## config.mk

```make
export PLATFORM = sky130hd
export DESIGN_NAME = tws_slave
export DESIGN_NICKNAME = d
export VERILOG_FILES = /design/src/tws_pkg.sv /design/src/tws_sync.sv /design/src/tws_slave.sv
export SDC_FILE = /design/constraint.sdc
export NUM_CORES = 1
export LEC_CHECK = 0
export BUFFER_PORTS_ARGS = -buffer_cell sky130_fd_sc_hd__buf_2
export CAP_MARGIN = 40
export CORE_MARGIN = 3
export CORE_UTILIZATION = 64
export DETAILED_ROUTE_END_ITERATION = 12
export HOLD_SLACK_MARGIN = 0.15
export PLACE_DENSITY_LB_ADDON = 0.08
export SETUP_SLACK_MARGIN = 0.4
export SLEW_MARGIN = 0
export SYNTH_ARGS = -nofsm -noshare
export SYNTH_HDL_FRONTEND = slang
export SYNTH_HIERARCHICAL = 1
export SYNTH_SLANG_ARGS = --single-unit
```

## constraint.sdc

```tcl
create_clock -name clk -period 10.8 [get_ports clk]
set_input_delay 1.62 -clock clk [delete_from_list [all_inputs] [get_ports clk]]
set_output_delay 1.62 -clock clk [all_outputs]
set_load 0.1 [all_outputs]
```

## src/tws_pkg.sv

```systemverilog
// constants and register map for the three-wire serial slave channel
// assumes a 32-bit classic Wishbone slave port and one serial channel per instance
package tws_pkg;
  localparam int ADR_W = 8;
  localparam logic [7:0] OFS_DATA = 8'h00;   // channel_data_buffer
  localparam logic [7:0] OFS_MODE = 8'h04;   // channel_mode_reg
  localparam logic [7:0] OFS_COMM = 8'h08;   // channel_comm_config_reg
  localparam logic [7:0] OFS_STAT = 8'h0C;   // channel_status_reg
  localparam logic [7:0] OFS_START = 8'h10;  // channel_start_trigger
  localparam logic [7:0] OFS_STOP = 8'h14;
  localparam logic [7:0] OFS_IRQ_STAT = 8'h18;
  localparam logic [7:0] OFS_IRQ_MASK = 8'h1C;
  // mode register fields
  localparam int MODE_EVSEL = 0;
  localparam int MODE_TX_EN = 1;
  localparam int MODE_RX_EN = 2;
  // comm config fields
  localparam int COMM_LEN_LSB = 0;
  localparam int COMM_LEN_W = 5;
  localparam int COMM_CPOL = 8;
  localparam int COMM_DAP = 9;
  localparam int COMM_LSBF = 10;
  // status fields
  localparam int STAT_BFF = 0;
  localparam int STAT_BUSY = 1;
  localparam int STAT_RXV = 2;
  localparam int STAT_OVF = 3;
  // interrupt status / mask fields
  localparam int IRQ_EVENT = 0;
  localparam int IRQ_OVF = 1;
  localparam int IRQ_W = 2;
  // reset values and data word width
  localparam logic [4:0] RST_LEN = 5'h08;
  localparam logic [IRQ_W-1:0] RST_MASK = 2'h0;
  localparam int WORD_W = 16;
endpackage

```

## src/tws_sync.sv

```systemverilog
// two flip-flop synchroniser for pins arriving from outside the core clock
// assumes the pins are quiet for at least one core clock between changes
`timescale 1ns/1ps
`default_nettype none
module tws_sync #(
  parameter int W = 2
) (
  input wire logic clk,
  input wire logic rst_n,
  input wire logic ce,
  input wire logic [W-1:0] d,
  output logic [W-1:0] q
);
  logic [W-1:0] meta;

  // first stage feeds only the second stage
  always_ff @(posedge clk) begin
    if (!rst_n) begin
      meta <= '0;
      q <= '0;
    end else if (ce) begin
      meta <= d;
      q <= meta;
    end
  end
endmodule
`default_nettype wire

```

## src/tws_slave.sv

```systemverilog
// three-wire serial slave channel with a classic Wishbone register port
// assumes an external master drives the shift clock below one sixth of clk
//
// Added by the designer: the register offsets and the Wishbone register port.
`timescale 1ns/1ps
`default_nettype none
module tws_slave #(
  parameter int MIN_LEN = 7,
  parameter int MAX_LEN = 16,
  parameter int CH_IDX = 0
) (
  input wire logic clk,
  input wire logic rst_n,
  input wire logic ce,
  input wire logic wb_cyc_i,
  input wire logic wb_stb_i,
  input wire logic wb_we_i,
  input wire logic [7:0] wb_adr_i,
  input wire logic [3:0] wb_sel_i,
  input wire logic [31:0] wb_dat_i,
  output logic [31:0] wb_dat_o,
  output logic wb_ack_o,
  input wire logic shift_clock_pin,
  input wire logic serial_in_pin,
  output logic serial_out_pin,
  output logic channel_event_irq
);
  localparam int W = tws_pkg::WORD_W;

  // clamp a programmed length to what this unit supports
  function automatic logic [4:0] clamp_len(input logic [4:0] v);
    if (v < 5'(MIN_LEN)) return 5'(MIN_LEN);
    if (v > 5'(MAX_LEN)) return 5'(MAX_LEN);
    return v;
  endfunction

  // next bit to launch from a transmit shifter
  function automatic logic tx_bit(input logic [W-1:0] sh, input logic [4:0] len,
                                 input logic lsbf);
    return lsbf ? sh[0] : sh[4'(len - 5'h01)];
  endfunction

  // shifter after one bit has gone
  function automatic logic [W-1:0] tx_step(input logic [W-1:0] sh, input logic lsbf);
    return lsbf ? {1'b0, sh[W-1:1]} : {sh[W-2:0], 1'b0};
  endfunction

  // byte-lane merge of a 16-bit register
  function automatic logic [W-1:0] merge16(input logic [W-1:0] old, input logic [31:0] d,
                                          input logic [3:0] sel);
    return {sel[1] ? d[15:8] : old[15:8], sel[0] ? d[7:0] : old[7:0]};
  endfunction

  // configuration
  logic event_select_bit, tx_en, rx_en, running;
  logic [4:0] cfg_len;
  logic clock_polarity_sel, data_phase_sel, lsb_first;
  logic [tws_pkg::IRQ_W-1:0] irq_stat, irq_mask;
  // datapath
  logic [W-1:0] channel_data_buffer, tx_sh, rx_sh, rx_word;
  logic buffer_full_flag, tx_loaded, rx_valid;
  logic [4:0] tx_left, bit_cnt, len;
  logic sclk_s, sdi_s, sclk_q;
  logic wb_req, wb_acc, wr, rd;
  logic wr_data, wr_mode, wr_comm, wr_start, wr_stop, wr_istat, wr_imask, rd_data;
  logic start_p, k_now, k_prev, k_rise, k_fall, launch, capture, word_done, tx_move;
  logic ev_end, ev_empty;
  logic [31:0] rd_mux;

  // bus decode; writes and read side effects happen at the edge that sees ack
  assign wb_req = wb_cyc_i & wb_stb_i;
  assign wb_acc = wb_req & wb_ack_o;
  assign wr = wb_acc & wb_we_i;
  assign rd = wb_acc & ~wb_we_i;
  assign wr_data = wr && wb_adr_i == tws_pkg::OFS_DATA;
  assign wr_mode = wr && wb_adr_i == tws_pkg::OFS_MODE && wb_sel_i[0];
  assign wr_comm = wr && wb_adr_i == tws_pkg::OFS_COMM;
  assign wr_start = wr && wb_adr_i == tws_pkg::OFS_START;
  assign wr_stop = wr && wb_adr_i == tws_pkg::OFS_STOP;
  assign wr_istat = wr && wb_adr_i == tws_pkg::OFS_IRQ_STAT && wb_sel_i[0];
  assign wr_imask = wr && wb_adr_i == tws_pkg::OFS_IRQ_MASK && wb_sel_i[0];
  assign rd_data = rd && wb_adr_i == tws_pkg::OFS_DATA;
  // only this channel's bit starts it; other bits are ignored
  assign start_p = wr_start && wb_dat_i[CH_IDX];
  assign len = clamp_len(cfg_len);

  // pins come from the master's domain
  tws_sync #(.W(2)) u_sync (
    .clk(clk),
    .rst_n(rst_n),
    .ce(ce),
    .d({shift_clock_pin, serial_in_pin}),
    .q({sclk_s, sdi_s})
  );

  // edges found by the core clock, hence the one-sixth bit rate ceiling
  always_ff @(posedge clk) begin
    if (!rst_n) begin
      sclk_q <= 1'b0;
    end else if (ce) begin
      sclk_q <= sclk_s;
    end
  end

  // polarity folds into the sampled clock; idle level of k is high
  assign k_now = sclk_s ^ clock_polarity_sel;
  assign k_prev = sclk_q ^ clock_polarity_sel;
  assign k_rise = k_now & ~k_prev;
  assign k_fall = ~k_now & k_prev;
  // phase 0 launches on the first edge, phase 1 preloads and launches on the second
  assign launch = running & (data_phase_sel ? k_rise : k_fall);
  assign capture = running & (data_phase_sel ? k_fall : k_rise);
  assign word_done = capture && bit_cnt == 5'(len - 5'h01);
  // buffer moves when the shifter is free or frees up in this cycle
  assign tx_move = running & tx_en & buffer_full_flag & (~tx_loaded | word_done);
  // event select is read live, so a mid-transfer change takes effect at once
  assign ev_empty = tx_en & event_select_bit & tx_move;
  // receive-only channels fall back to end-of-word whatever the select says
  assign ev_end = word_done & (~event_select_bit | ~tx_en);

  // wishbone ack: one cycle after the request, dropped the cycle after
  always_ff @(posedge clk) begin
    if (!rst_n) begin
      wb_ack_o <= 1'b0;
    end else if (ce) begin
      wb_ack_o <= wb_req & ~wb_ack_o;
    end
  end

  // read mux; unmapped addresses read zero
  always_comb begin
    rd_mux = 32'h0000_0000;
    unique case (wb_adr_i)
      tws_pkg::OFS_DATA: rd_mux[W-1:0] = rx_word;
      tws_pkg::OFS_MODE: begin
        rd_mux[tws_pkg::MODE_EVSEL] = event_select_bit;
        rd_mux[tws_pkg::MODE_TX_EN] = tx_en;
        rd_mux[tws_pkg::MODE_RX_EN] = rx_en;
      end
      tws_pkg::OFS_COMM: begin
        rd_mux[tws_pkg::COMM_LEN_LSB +: tws_pkg::COMM_LEN_W] = cfg_len;
        rd_mux[tws_pkg::COMM_CPOL] = clock_polarity_sel;
        rd_mux[tws_pkg::COMM_DAP] = data_phase_sel;
        rd_mux[tws_pkg::COMM_LSBF] = lsb_first;
      end
      tws_pkg::OFS_STAT: begin
        rd_mux[tws_pkg::STAT_BFF] = buffer_full_flag;
        rd_mux[tws_pkg::STAT_BUSY] = tx_loaded | (bit_cnt != 5'h00);
        rd_mux[tws_pkg::STAT_RXV] = rx_valid;
        rd_mux[tws_pkg::STAT_OVF] = irq_stat[tws_pkg::IRQ_OVF];
      end
      tws_pkg::OFS_START: rd_mux[CH_IDX] = running;
      tws_pkg::OFS_IRQ_STAT: rd_mux[tws_pkg::IRQ_W-1:0] = irq_stat;
      tws_pkg::OFS_IRQ_MASK: rd_mux[tws_pkg::IRQ_W-1:0] = irq_mask;
      default: rd_mux = 32'h0000_0000;
    endcase
  end

  // read data registered at request so it stands while ack is high
  always_ff @(posedge clk) begin
    if (!rst_n) begin
      wb_dat_o <= 32'h0000_0000;
    end else if (ce && wb_req && !wb_ack_o) begin
      wb_dat_o <= rd_mux;
    end
  end

  // mode, communication and interrupt mask configuration
  always_ff @(posedge clk) begin
    if (!rst_n) begin
      event_select_bit <= 1'b0;
      tx_en <= 1'b0;
      rx_en <= 1'b0;
      cfg_len <= tws_pkg::RST_LEN;
      clock_polarity_sel <= 1'b0;
      data_phase_sel <= 1'b0;
      lsb_first <= 1'b0;
      irq_mask <= tws_pkg::RST_MASK;
    end else if (ce) begin
      if (wr_mode) begin
        event_select_bit <= wb_dat_i[tws_pkg::MODE_EVSEL];
        tx_en <= wb_dat_i[tws_pkg::MODE_TX_EN];
        rx_en <= wb_dat_i[tws_pkg::MODE_RX_EN];
      end
      if (wr_comm && wb_sel_i[0]) begin
        cfg_len <= wb_dat_i[tws_pkg::COMM_LEN_LSB +: tws_pkg::COMM_LEN_W];
      end
      if (wr_comm && wb_sel_i[1]) begin
        clock_polarity_sel <= wb_dat_i[tws_pkg::COMM_CPOL];
        data_phase_sel <= wb_dat_i[tws_pkg::COMM_DAP];
        lsb_first <= wb_dat_i[tws_pkg::COMM_LSBF];
      end
      if (wr_imask) begin
        irq_mask <= wb_dat_i[tws_pkg::IRQ_W-1:0];
      end
    end
  end

  // channel run state: start bit sets, stop bit clears
  always_ff @(posedge clk) begin
    if (!rst_n) begin
      running <= 1'b0;
    end else if (ce) begin
      if (start_p) begin
        running <= 1'b1;
      end else if (wr_stop && wb_dat_i[CH_IDX]) begin
        running <= 1'b0;
      end
    end
  end

  // transmit buffer; a write while full overwrites the waiting word
  always_ff @(posedge clk) begin
    if (!rst_n) begin
      channel_data_buffer <= '0;
      buffer_full_flag <= 1'b0;
    end else if (ce) begin
      if (wr_data && tx_en) begin
        channel_data_buffer <= merge16(channel_data_buffer, wb_dat_i, wb_sel_i);
        buffer_full_flag <= 1'b1;
      end else if (tx_move) begin
        buffer_full_flag <= 1'b0;
      end
    end
  end

  // transmit shifter; phase 1 puts the first bit out before the clock runs
  always_ff @(posedge clk) begin
    if (!rst_n) begin
      tx_sh <= '0;
      tx_left <= 5'h00;
      tx_loaded <= 1'b0;
      serial_out_pin <= 1'b0;
    end else if (ce) begin
      if (start_p) begin
        tx_left <= 5'h00;
        tx_loaded <= 1'b0;
      end else if (tx_move) begin
        tx_loaded <= 1'b1;
        if (data_phase_sel) begin
          serial_out_pin <= tx_bit(channel_data_buffer, len, lsb_first);
          tx_sh <= tx_step(channel_data_buffer, lsb_first);
          tx_left <= 5'(len - 5'h01);
        end else begin
          tx_sh <= channel_data_buffer;
          tx_left <= len;
        end
      end else begin
        if (word_done) begin
          tx_loaded <= 1'b0;
        end
        // bits only leave on edges of the master's clock
        if (launch && tx_left != 5'h00) begin
          serial_out_pin <= tx_bit(tx_sh, len, lsb_first);
          tx_sh <= tx_step(tx_sh, lsb_first);
          tx_left <= tx_left - 5'h01;
        end
      end
    end
  end

  // bit counter shared by both directions
  always_ff @(posedge clk) begin
    if (!rst_n) begin
      bit_cnt <= 5'h00;
    end else if (ce) begin
      if (start_p || word_done) begin
        bit_cnt <= 5'h00;
      end else if (capture) begin
        bit_cnt <= bit_cnt + 5'h01;
      end
    end
  end

  // receive shifter and holding word; lsb-first fills from the top, so align at end
  always_ff @(posedge clk) begin
    if (!rst_n) begin
      rx_sh <= '0;
      rx_word <= '0;
      rx_valid <= 1'b0;
    end else if (ce) begin
      if (capture) begin
        rx_sh <= lsb_first ? {sdi_s, rx_sh[W-1:1]} : {rx_sh[W-2:0], sdi_s};
      end
      if (word_done && rx_en) begin
        // newest word wins; the unread one is lost and flagged
        rx_word <= lsb_first ? ({sdi_s, rx_sh[W-1:1]} >> (5'(W) - len))
                             : ({rx_sh[W-2:0], sdi_s} & ((W'(1) << len) - W'(1)));
        rx_valid <= 1'b1; // set wins over a read in the same cycle
      end else if (rd_data) begin
        rx_valid <= 1'b0;
      end
    end
  end

  // sticky event and overflow bits, write one to clear, set wins
  always_ff @(posedge clk) begin
    if (!rst_n) begin
      irq_stat <= '0;
    end else if (ce) begin
      irq_stat[tws_pkg::IRQ_EVENT] <= (ev_end | ev_empty) |
        (irq_stat[tws_pkg::IRQ_EVENT] & ~(wr_istat & wb_dat_i[tws_pkg::IRQ_EVENT]));
      irq_stat[tws_pkg::IRQ_OVF] <= (word_done & rx_en & rx_valid & ~rd_data) |
        (irq_stat[tws_pkg::IRQ_OVF] & ~(wr_istat & wb_dat_i[tws_pkg::IRQ_OVF]));
    end
  end

  // level interrupt while any unmasked bit stands
  assign channel_event_irq = |(irq_stat & irq_mask);
endmodule
`default_nettype wire

```

==> flow_summary_export.csv <==
group,metric,value,unit
critical_path,reg2reg_from,"cfg_len[3]",
power,swShare,26.2,%
clock_tree,postCtsHoldBufs,0,
critical_path,path_max_fanout,24,
cells_and_area,num_antenna_cells,0,
routing,top_layer,"met4",
cells_and_area,multi_input_area,0.00472,mm²
timing,drv_slew,0,
power,power_frac_clock,51.0,%
timing,timing.slew.headroom,40.4,%
clock_tree,clock_latency,0.42,ns
power,p_int,0.756,mW
critical_path,r2r_setup_slack,5.95,ns
critical_path,crit_arrival,5.15,ns
outcome,status,"complete, no violations",
timing,finClkSkew,0.00835,ns
worst_hold_path,min_path_cells,2,
critical_path,crit_type,"reg -> reg",
floorplan,rows,38,
routing,drt-pass1-iter-count,6,
worst_hold_path,hold_path_class,"reg -> reg",
routing,drt-met1-wl,9310,µm
clock_tree,cts_tree,"yes",
timing,hold_violations,0,
synth,synth_warnings,6,
routing,wl,21200,µm
synth,async_flop_share,0,%
clock_tree,cts_resized,0,
floorplan,initial_core_util,67.4,%
timing,final.setup.worst_slack,5.95,ns
routing,drc,0,
routing,wl_met3,2170,µm
cells_and_area,final_net_count,976,
power,leakage,3.01,nW
critical_path,reg2regPathDepth,13,
synth,synth-main-ff-cell,"dfxtp_1",
critical_path,critPathRequiredTime,11.11,ns
critical_path,path_delay_family,"compound AO/OA/AOI/OAI gates",
placed_design,dp_hpwl,14600,µm
routing,ant_nets,0,
routing,wl_per_cell,19.9,µm
global_route,grt_remaining_overflow,0,
global_route,grt_pass1_vias,6441,
floorplan,ios,87,
synth,ys_ff_latch,116,
global_route,grt_pass1_wl,34200,µm
clock_tree,cts-root-buf,"clkbuf_16",
routing,drtIter0Drc,821,
worst_hold_path,hold_end,"wb_dat_o[14]",
clock_tree,cts.path.max_buffers,2,
synth,syn_area_per_cell,8.32,µm²
critical_path,crit_top_cell,"ha_1",
timing,fmax,206,MHz
placed_design,dp_slack,6.05,ns
timing,fin_tns_setup,0,ns
critical_path,start_kind,"flip-flop",
worst_hold_path,worstHoldStart,"wb_dat_o[14]",
synth,synth.area.top_cells,"dfxtp_1 (31%), mux2i_1 (11%), nor2_1 (5.5%), mux4_2 (4.2%), nand2_1 (3.9%)",
cells_and_area,seqCellArea,0.00232,mm²
synth,synth_edf_count,0,
critical_path,crit_chain,"nor2b_1 -> buf_4 -> nor2_4 -> inv_2 -> ha_1 -> ha_1 -> xor2_1 -> nand2_1 -> a211o_1 -> a211oi_4 -> buf_6 -> mux2_1 -> a221o_1",
clock_tree,htreeDepth,4,
floorplan,core,0.0112,mm²
placed_design,place_congestion,0.984,
critical_path,timing.rr.end,"tx_left[4]",
floorplan,dieArea,0.0131,mm²
clock_tree,cts_buffers,17,
synth,synth_cell_types,77,
clock_tree,postCtsSetupRepairBufs,0,
critical_path,crit_path_max_incr_delay,0.65,ns
power,power_switching,0.268,mW
timing,rsz0062_at_grt,"false",
cells_and_area,syn_to_final_growth,9.26,%
synth,netlist_instances,905,
critical_path,slowest_stage,"nor2_4",
cells_and_area,layout-drive-gt1-share,14.9,%
synth,yosysTopAreaCellShare,30.9,%
placed_design,io_buffers,52,
floorplan,die_x,114,µm
timing,period_needed,4.85,ns
routing,vias,7097,
synth,seq_area_frac_synth,30.9,%
power,p_seq_share,42.2,%
synth,yosys.area.top_type,"dfxtp_1",
power,power_density,125,mW/mm²
global_route,grt_antenna_before_repair,0,
clock_tree,clk_pin_slew,0.06,ns
global_route,grtUsageTotal,32.9,%
critical_path,cp-end-kind,"flip-flop",
global_route,grt_max_degree,77,
synth,syn-cell-area,0.00753,mm²
critical_path,crit_buf_inv,3,
power,p_comb_share,6.7,%
routing,viasPerCell,6.66,
clock_tree,cts_sinks,116,
timing,finalCritPeriodShare,44.9,%
timing,finalSetupViolations,0,
flow_run,maxCapViolCount,0,
routing,dr_wl_met2,9180,µm
timing,worst_pin_slew,0.894,ns
floorplan,die_h,114,µm
cells_and_area,nFillCells,848,
power,ir_drop,156,µV
layer usage:
metal / vias to the layer above / GRT usage, %
li1: 3309 / -
met1: 3362 / 47.4
met5: - / 0
met4: 0 / 11.2
met2: 381 / 49.0
met3: 45 / 6.98
worst max-delay path by stage:
stage,startpoint,to,depth (start not counted)
floorplan,wb_adr_i[1],cfg_len[4],7
global placement,cfg_len[3],tx_left[4],12
detailed placement,cfg_len[3],tx_left[4],13
CTS,cfg_len[3],tx_left[4],13
global route,cfg_len[3],tx_left[4],13
finish,cfg_len[3],tx_left[4],13
tightest hold or removal path, delay by kind of cell, from the launching register on:
| kind | cells | cell delay [ns] |
|---|---|---|
| flip-flops | 1 | 0.30 |
| AND/OR/NAND/NOR | 1 | 0.05 |
| AO/OA/AOI/OAI | 1 | 0.05 |
layout make-up:
class                           instances  share of cell area [%]
Inverter                               29                    1.32
Timing Repair Buffer                   62                    4.26
Tap cell                              140                    2.13
Clock buffer                           18                    5.22
Multi-Input combinational cell        687                    57.4
Clock inverter                         14                    1.38
Sequential cell                       116                    28.3
cell families after synthesis:
logic type	after synthesis	share of synthesized area (%)
xor gates and xnor gates	15	1.85
buffers and inverters	117	7.31
DFF	116	30.9
other	2	0.0998
muxes	97	15.3
and+or+nand+nor	319	20.0
adders and majority gates	11	1.83
AOI/OAI and AO/OA	228	22.8
placed cells by master (no fill, tap or decap), types with 11 or more instances in the layout:
cell	n
dfxtp_1	115
a21oi_1	52
clkbuf_16	17
nand2_1	78
nand3_1	30
nor3_1	15
inv_1	26
conb_1	17
mux2i_1	79
o21ai_0	28
a211oi_1	31
buf_2	52
nor2_1	109
nor2b_1	26
ha_1	11
mux4_2	14
sequential cells by signal, indices dropped and copies added, names as in the netlist, 5 cells and up:
name,cells
bit_cnt,5
cfg_len,5
channel_data_buffer,16
rx_sh,16
rx_word,16
tx_left,5
tx_sh,16
wb_dat_o,16
power groups by stage:
stage	clock, mW	combinational, mW	sequential, mW
2_1_floorplan	0	0.0465	0.452
3_3_place_gp	0	0.0668	0.441
3_5_place_dp	0	0.0679	0.441
4_1_cts	0.523	0.0681	0.432
5_1_grt	0.544	0.0722	0.432
6_report	0.523	0.0690	0.432
synthesized netlist by cell type (all sizes together), types with 9 or more instances:
library cell  count
nor2b            26
nand3            30
mux2i            79
clkbuf           46
a211oi           32
mux4             14
o32ai            16
dfxtp           116
ha               11
and3              9
o211ai            9
o21ai            31
nor3             16
buf              42
nor2            111
inv              29
nand2            78
a21oi            52
stage by stage:
stage	utilization [%]	instance area, µm²	cells	total power, mW	hold WS, ns
after detailed placement	68.7	7680	1034	0.509	0.443
after floorplan	-	7580	920	0.499	0.442
after global placement	68.4	7640	1031	0.508	0.436
final	73.6	8220	1066	1.02	0.448
after global routing	73.6	8220	1066	1.05	0.476
after CTS	73.6	8220	1066	1.02	0.449
(Power assumes the default switching activity.)
